**src/design/dacc_regs.svh**
```systemverilog
// register offsets, field positions and reset values of the converter control block
`ifndef DACC_REGS_SVH
`define DACC_REGS_SVH

// register indices as printed; byte address is four times the index
`define DACC_CTRL_IDX      12'h90E
`define DACC_LEVEL_IDX     12'h90F
`define DACC_CTRL_ADDR     14'h2438
`define DACC_LEVEL_ADDR    14'h243C
// control field positions
`define DACC_EN_BIT        7
`define DACC_OE1_BIT       5
`define DACC_OE2_BIT       4
`define DACC_PSS_HI        3
`define DACC_PSS_LO        2
`define DACC_NSS_BIT       0
// writable bit masks
`define DACC_CTRL_MASK     8'hBD
`define DACC_LEVEL_MASK    8'h1F
// reset values
`define DACC_CTRL_RST      8'h00
`define DACC_LEVEL_RST     5'h00

`endif

```
**src/design/dacc_pkg.sv**
```systemverilog
// types shared by the converter control block
package dacc_pkg;

  // positive source encodings
  typedef enum logic [1:0] {
    DACC_POS_SUPPLY  = 2'h0,
    DACC_POS_EXT_REF = 2'h1,
    DACC_POS_FIXED   = 2'h2,
    DACC_POS_RSVD    = 2'h3
  } dacc_pos_t;

  // decoded analog settings handed to the ladder
  typedef struct packed {
    logic      enable;
    logic      pos_supply;
    logic      pos_ext_ref;
    logic      pos_fixed_ref;
    logic      neg_ext_ref;
    logic      neg_ground;
    logic [4:0] level_code;
  } dacc_ladder_t;

  // per-pin override controls
  typedef struct packed {
    logic converter_out_pin1;
    logic converter_out_pin2;
  } dacc_pins_t;

endpackage : dacc_pkg

```
**src/design/dacc_top.sv**
```systemverilog
// apb register slave and digital control of the 5-bit ladder converter
//
// What this block does
// - control bit 7 enables the converter
// - level bits 4:0 pick one of 32
// - bits 5 and 4 connect pins 1, 2
// - at most one output pin driven
// - driven pin: buffers off, reads zero
// - bits 3:2 select the positive source
// - bit 0 selects the negative source
// - sleep and wake keep control contents
// - reset clears enable, pins, level code
// - control at 0x90E, level at 0x90F
//
// Implementation choice: the APB slave port.
`include "dacc_regs.svh"

module dacc_top
(
  // clock and reset
  input  wire logic              clk,
  input  wire logic              reset_n,
  // apb slave
  input  wire logic              psel,
  input  wire logic              penable,
  input  wire logic              pwrite,
  input  wire logic [13:0]       paddr,
  input  wire logic [31:0]       pwdata,
  input  wire logic [3:0]        pstrb,
  output logic      [31:0]       prdata,
  output logic                   pready,
  output logic                   pslverr,
  // power state, informational only
  input  wire logic              sleep_mode,
  // analog ladder controls
  output dacc_pkg::dacc_ladder_t ladder,
  // pad overrides for the two output pins
  output dacc_pkg::dacc_pins_t   pin_analog,
  output dacc_pkg::dacc_pins_t   pin_digital_off,
  output dacc_pkg::dacc_pins_t   pin_pullup_off,
  output dacc_pkg::dacc_pins_t   pin_ccd_off,
  // pad read values: raw from the pins in, synchronised and forced to zero on an analog pin out
  input  wire logic              pad_in_pin1,
  input  wire logic              pad_in_pin2,
  output logic                   pin1_read,
  output logic                   pin2_read
);
  import dacc_pkg::*;

  ////////////////////////////////////////////////////////////////////////////////
  // decode

  logic [7:0] ctrl_r;
  logic [4:0] level_r;
  logic       sel_ctrl;
  logic       sel_level;
  logic       wr_en;
  logic       p1_s1_r;
  logic       p1_s2_r;
  logic       p2_s1_r;
  logic       p2_s2_r;
  logic       drive1;
  logic       drive2;

  // registers answer with zero wait states
  assign pready    = 1'b1;
  assign sel_ctrl  = (paddr == `DACC_CTRL_ADDR);
  assign sel_level = (paddr == `DACC_LEVEL_ADDR);
  // unmapped addresses answer with an error and have no effect
  assign pslverr   = psel & penable & ~(sel_ctrl | sel_level);
  // only the low byte lane carries register data
  assign wr_en     = psel & penable & pwrite & pstrb[0];

  ////////////////////////////////////////////////////////////////////////////////
  // control register; sleep_mode is deliberately not used so state survives wake

  always_ff @(posedge clk or negedge reset_n)
  begin
    if (!reset_n)
      ctrl_r <= `DACC_CTRL_RST;
    else if (wr_en && sel_ctrl)
    begin
      ctrl_r <= pwdata[7:0] & `DACC_CTRL_MASK;
      // both pins requested: keep pin 1 only, so the pair stays one-hot
      if (pwdata[`DACC_OE1_BIT] && pwdata[`DACC_OE2_BIT])
        ctrl_r[`DACC_OE2_BIT] <= 1'b0;
    end
  end

  // level register
  always_ff @(posedge clk or negedge reset_n)
  begin
    if (!reset_n)
      level_r <= `DACC_LEVEL_RST;
    else if (wr_en && sel_level)
      level_r <= pwdata[4:0];
  end

  // read data registered from the setup phase so it is valid in access
  always_ff @(posedge clk or negedge reset_n)
  begin
    if (!reset_n)
      prdata <= 32'h0000_0000;
    else if (psel && !penable)
    begin
      if (sel_ctrl)
        prdata <= {24'h000000, ctrl_r};
      else if (sel_level)
        prdata <= {27'h0000000, level_r};
      else
        prdata <= 32'h0000_0000;
    end
  end

  ////////////////////////////////////////////////////////////////////////////////
  // ladder decode

  always_comb
  begin
    ladder               = '0;
    ladder.enable        = ctrl_r[`DACC_EN_BIT];
    ladder.pos_supply    = ctrl_r[`DACC_PSS_HI:`DACC_PSS_LO] == DACC_POS_SUPPLY;
    ladder.pos_ext_ref   = ctrl_r[`DACC_PSS_HI:`DACC_PSS_LO] == DACC_POS_EXT_REF;
    ladder.pos_fixed_ref = ctrl_r[`DACC_PSS_HI:`DACC_PSS_LO] == DACC_POS_FIXED;
    ladder.neg_ext_ref   = ctrl_r[`DACC_NSS_BIT];
    ladder.neg_ground    = ~ctrl_r[`DACC_NSS_BIT];
    ladder.level_code    = level_r;
  end

  ////////////////////////////////////////////////////////////////////////////////
  // pin overrides; a pin carries the voltage whenever its enable bit is set

  assign drive1 = ctrl_r[`DACC_OE1_BIT];
  assign drive2 = ctrl_r[`DACC_OE2_BIT] & ~drive1;

  always_comb
  begin
    pin_analog.converter_out_pin1      = drive1;
    pin_analog.converter_out_pin2      = drive2;
    pin_digital_off.converter_out_pin1 = drive1;
    pin_digital_off.converter_out_pin2 = drive2;
    pin_pullup_off.converter_out_pin1  = drive1;
    pin_pullup_off.converter_out_pin2  = drive2;
    pin_ccd_off.converter_out_pin1     = drive1;
    pin_ccd_off.converter_out_pin2     = drive2;
  end

  // pad inputs pass two flops before use
  always_ff @(posedge clk or negedge reset_n)
  begin
    if (!reset_n)
    begin
      p1_s1_r <= 1'b0;
      p1_s2_r <= 1'b0;
      p2_s1_r <= 1'b0;
      p2_s2_r <= 1'b0;
    end
    else
    begin
      p1_s1_r <= pad_in_pin1;
      p1_s2_r <= p1_s1_r;
      p2_s1_r <= pad_in_pin2;
      p2_s2_r <= p2_s1_r;
    end
  end

  // an analog pin reads zero from the cycle after its override is set
  always_ff @(posedge clk or negedge reset_n)
  begin
    if (!reset_n)
    begin
      pin1_read <= 1'b0;
      pin2_read <= 1'b0;
    end
    else
    begin
      pin1_read <= p1_s2_r & ~drive1;
      pin2_read <= p2_s2_r & ~drive2;
    end
  end

endmodule // dacc_top

```
**config.mk**
```make
export PLATFORM = sky130hd
export DESIGN_NAME = dacc_top
export DESIGN_NICKNAME = d
export VERILOG_FILES = /design/src/design/dacc_pkg.sv /design/src/design/dacc_top.sv
export VERILOG_INCLUDE_DIRS = /design/src /design/src/design
export SDC_FILE = /design/constraint.sdc
export NUM_CORES = 1
export LEC_CHECK = 0
export ABC_AREA = 1
export CAP_MARGIN = 20
export CORE_AREA = 10 10 59 61
export DETAILED_ROUTE_END_ITERATION = 16
export DIE_AREA = 0 0 69 71
export DONT_BUFFER_PORTS = 1
export PLACE_DENSITY_LB_ADDON = 0.05
export SKIP_LAST_GASP = 1
export SLEW_MARGIN = 10
export SYNTH_ARGS = -nofsm -noshare
export SYNTH_HDL_FRONTEND = slang
export SYNTH_SLANG_ARGS = --single-unit
```
**constraint.sdc**
```tcl
create_clock -name clk -period 2 [get_ports clk]
set_clock_uncertainty 0.15 [all_clocks]
set_input_delay 0.4 -clock clk [delete_from_list [all_inputs] [get_ports clk]]
set_output_delay 0.4 -clock clk [all_outputs]
set_load 0.005 [all_outputs]
```
* Word-level counts from Yosys, hierarchy flattened
Index checks and enable logic that the tools add are counted.
Operators by class: equality and inequality tests 4, multiplexer cells 3, bitwise operators 12, reductions and logical operators 6
Operator list (number):
- $eq A14 B14 Y1 const B | 2
- $mux W8 | 1
- $and A1 B1 Y1 | 7
- $mux W5 | 1
- $logic_and A1 B1 Y1 | 4
- $not A1 Y1 | 4
- $eq A2 B1 Y1 const B | 1
- $eq A2 B2 Y1 const B | 1
- $logic_not A2 Y1 | 1
- $logic_not A1 Y1 | 1
- $mux W1 | 1
- $or A1 B1 Y1 | 1
Storage, ports and cells: register bits after elaboration 49, output and inout bits 55, word-level logic and storage cells 34

* Depth between registers and ports, before layout
word-level depth 4, mapped depth 9, depth with buffers taken out 9

* Least setup slack after synthesis
OpenSTA, ideal clock, no wires.
path kind in2out, from in paddr[12], to out pslverr, arrival time 1.093 ns, required time 1.450 ns, slack 0.357 ns, stages 6, cells stage by stage or2_1 > nor2_2 > buf_6 > nand2_1 > nand3_1 > nor2_1
On the way: word-level cells in the longest chain between the ends 4, elaborated cells on any way between the ends 5, classes of those cells eq/ne (2); bitwise (3)
RTL lines:
- start, declared | line dacc_top.sv:27 | input wire logic [13:0] paddr,
- $eq A14 B14 Y1 (no line)
- $or A1 B1 Y1 * | line dacc_top.sv:70 | assign pslverr = psel & penable & ~(sel_ctrl | sel_level);
- $not A1 Y1 * | line dacc_top.sv:70
- $and A1 B1 Y1 * | line dacc_top.sv:70
- end, declared | line dacc_top.sv:32 | output logic pslverr,
Mark *: on every way between the ends. The rest lies on a longest branch, timed or not.

==> impl_results.md <==
* Cell Area, Synth at 0.001366 mm^2
* Core region area at 0.002387 mm^2
* Share of flip-flops with an asynchronous set or reset at 100.0%
* Crit-path max cell delay at 530 ps
* Number of cells traversed by the worst register-to-register path at 2
* # port buffers at 0
* End point of the most critical hold path: level_r[1]
* Maximum number of pins on one net before global-route repair at 25
* DR vias/cell at 4.500
* Crit path kind: register to primary output
* FP Rows at 18
* Antenna diode count at 0
* Die area at 0.004899 mm^2
* Total I/O pin count at 113
* Count of distinct cell types in the synthesized netlist at 18
* Origin of the critical flop-to-flop path: ctrl_r[5]
* Cell types with the highest counts after synthesis: nand2_1 (61), buf_4 (36), dfrtp_1 (24)
* Initial cell density of the core at 57.23%
* Wire length of the first global-routing pass at 4747 um
* Pwr Density at 665.9 mW/mm^2
* Sum of routed wire length over all layers at 2858 um
* Die H at 71 um
* Remaining design rule violation count at 0
* Clock tree from TritonCTS: done
* Maximum fanout along the worst path at 8
* Static leakage at 0.0007552 uW
* Area Growth Syn to Fin at -2.106%
* Setup total negative slack at 0 ps
* Worst reg-to-reg setup slack at 720 ps
* Run status: complete, no violations
* Number of buffers inserted during clock tree synthesis at 3
* Worst skew pair latency at 310 ps
* DIE WIDTH at 69 um
* Clock-pin slew on the worst setup and hold paths at 130 ps
* Number of buffers between clock root and the deepest sink at 2
* Via count of the first global-routing pass at 983
* Startpoint class of the critical path: register
* CP delay by family, top: flip-flops
* Iteration-0 DRC count of the detailed router at 43
* Final count of pins violating max slew at 0
* Critical path capture point type: primary output
* Drt first pass iters at 4
* Root Buffer Master: clkbuf_4
* Post-CTS Resized at 0
* Fraction of the yosys area taken by sequential cells at 43.96%
* Hold Startpoint: pwdata[1]
* Hold Fails Final Rpt at 0
* Total number of H-tree levels at 1
* Number of cells produced by synthesis at 175
* Mean routed wirelength per cell at 14.15 um
* Dominant cell type by area after synthesis: dfrtp_1
* Bufs and invs on worst path at 0
* Number of warning messages in the yosys log at 0
* Endpoint required time on the critical path at 1450 ps
* Final count of negative-setup-slack endpoints at 0
* Synth Flop Type: dfrtp_1
* WP data arrival at 1260 ps
* Post-detailed-placement half-perimeter wirelength at 2377 um
* Global routing usage summed across all routing layers at 11.42%
* GRT overflow at 0
* Hold path cells at 2
* CTS Sinks at 24
* Post-route minimum period at 1805 ps
* Crit Reg-Reg Endpoint: pin2_read
* Leading post-synthesis cells by cell area: dfrtp_1 (44%), buf_4 (20%), nand2_1 (17%)
* Antenna violations before repair at 0
* Top-count cell post-synth: nand2_1
* Highest attainable clock frequency at 0.5540 GHz
* Final clock period utilization by the worst path at 90.26%
* Number of flip-flops and latches in the synthesized netlist at 24
* Number of vias after detailed routing at 909
* Max-capacitance violation count at 0
* Worst VDD drop at 0.0003533 V
* Final estimated routing congestion in global placement at 0.7220
* Type of the tightest min-delay check: primary input to register
* Cell with the largest stage delay on the worst path: dfrtp_1
* Fin nets at 231
* Avg Cell Area, Syn at 7.807 um^2
* Overall power after layout at 890.7 uW
* Setup repair after global routing missed its margin: no
* Cell breakdown of the critical path: nor2_1
* Post-synth top area share at 43.96%
* Number of synthesized flops with an enable pin at 0
* Antenna Nets Post-Route at 0
* Share of cells above drive strength 1 at 9.302%
-- worst max-delay path by stage --
stage / from / end / cells past startpoint
after floorplan: paddr[12] / pslverr / 6
after global placement: paddr[7] / pslverr / 6
after detailed placement: paddr[7] / pslverr / 6
after CTS: ctrl_r[5] / pin_analog[0] / 1
after global routing: ctrl_r[5] / pin_ccd_off[0] / 1
final: ctrl_r[5] / pin_analog[0] / 1
-- per-layer routing --
metal | GRT usage [%] | share of wire (%) | vias to the layer above
met1 | 11.62 | 35 | 401
met3 | 6.695 | 15 | 2
met2 | 19.41 | 50 | 49
met4 | 3.356 | 0.28 | 0
li1 | - | - | 457
met5 | 0 | 0 | -
-- per-stage QoR --
stage	utilization (%)	instances	hold slack [ps]	cell area (um^2)	worst slack (ps)
3_5_place_dp	51.42	194	-44.90	1227	331.3
2_1_floorplan	-	199	-45.59	1456	356.6
4_1_cts	54.87	201	30.59	1310	162.2
3_3_place_gp	51.42	194	-44.75	1227	361.9
6_report	56.03	202	42.53	1338	194.8
5_1_grt	56.03	202	24.08	1338	61.55
-- cell type report --
cell class	count	area [um^2]
fillers	229	1050
flip-flops and latches	24	600.6
multi-input cells	122	513.0
repair buffers	6	72.57
inverters	16	61.31
well taps	30	37.54
clock inverters	1	30.03
clock buffers	3	22.52
-- registers in the layout (all words and copies together), names as in the netlist --
signal / flops
prdata: 7
ctrl_r: 6
level_r: 5
p1_s1_r: 1
p1_s2_r: 1
p2_s1_r: 1
p2_s2_r: 1
pin1_read: 1
pin2_read: 1
-- cells in the final DEF (no fill, tap or decap) --
master         synthesis  routed
nand2_1               61      61
conb_1                 2      26
dfrtp_1               24      24
inv_1                 14      14
nor2_1                13      13
nand3_1                9       9
nor2_2                 3       3
o21ai_0                3       3
clkbuf_4               0       3
dlygate4sd3_1          0       3
nand2_2                2       2
buf_4                 36       2
or2_1                  1       1
inv_2                  1       1
nand4_1                1       1
nand3_4                1       1
clkinv_2               1       1
nor2_4                 1       1
o21ai_1                1       1
bufinv_16              0       1
buf_16                 0       1
-- repair_timing --
action | CTS | global route
endpoints found under the hold margin | 26 | 0
buffers inserted | 0 | 0
hold buffers | 3 | 0
-- report_power, final --
part | switching [uW] | internal (uW) | leakage, uW
registers | 2.04 | 491 | 0.000322
logic | 37.2 | 16.0 | 0.000406
clock network | 142 | 203 | 0.0000279
total | 181 | 710 | 0.000755
-- logic make-up (layout without fill, tap and decap cells) --
kind of cell / after synthesis / after routing / share of synthesized area [%]
buffers and inverters: 53 / 26 / 25.09
flip-flops: 24 / 24 / 43.96
other: 2 / 26 / 0.5497
AND/OR/NAND/NOR: 92 / 92 / 28.94
AO/OA/AOI/OAI: 4 / 4 / 1.465
Power figures use the tool's default switching activity.
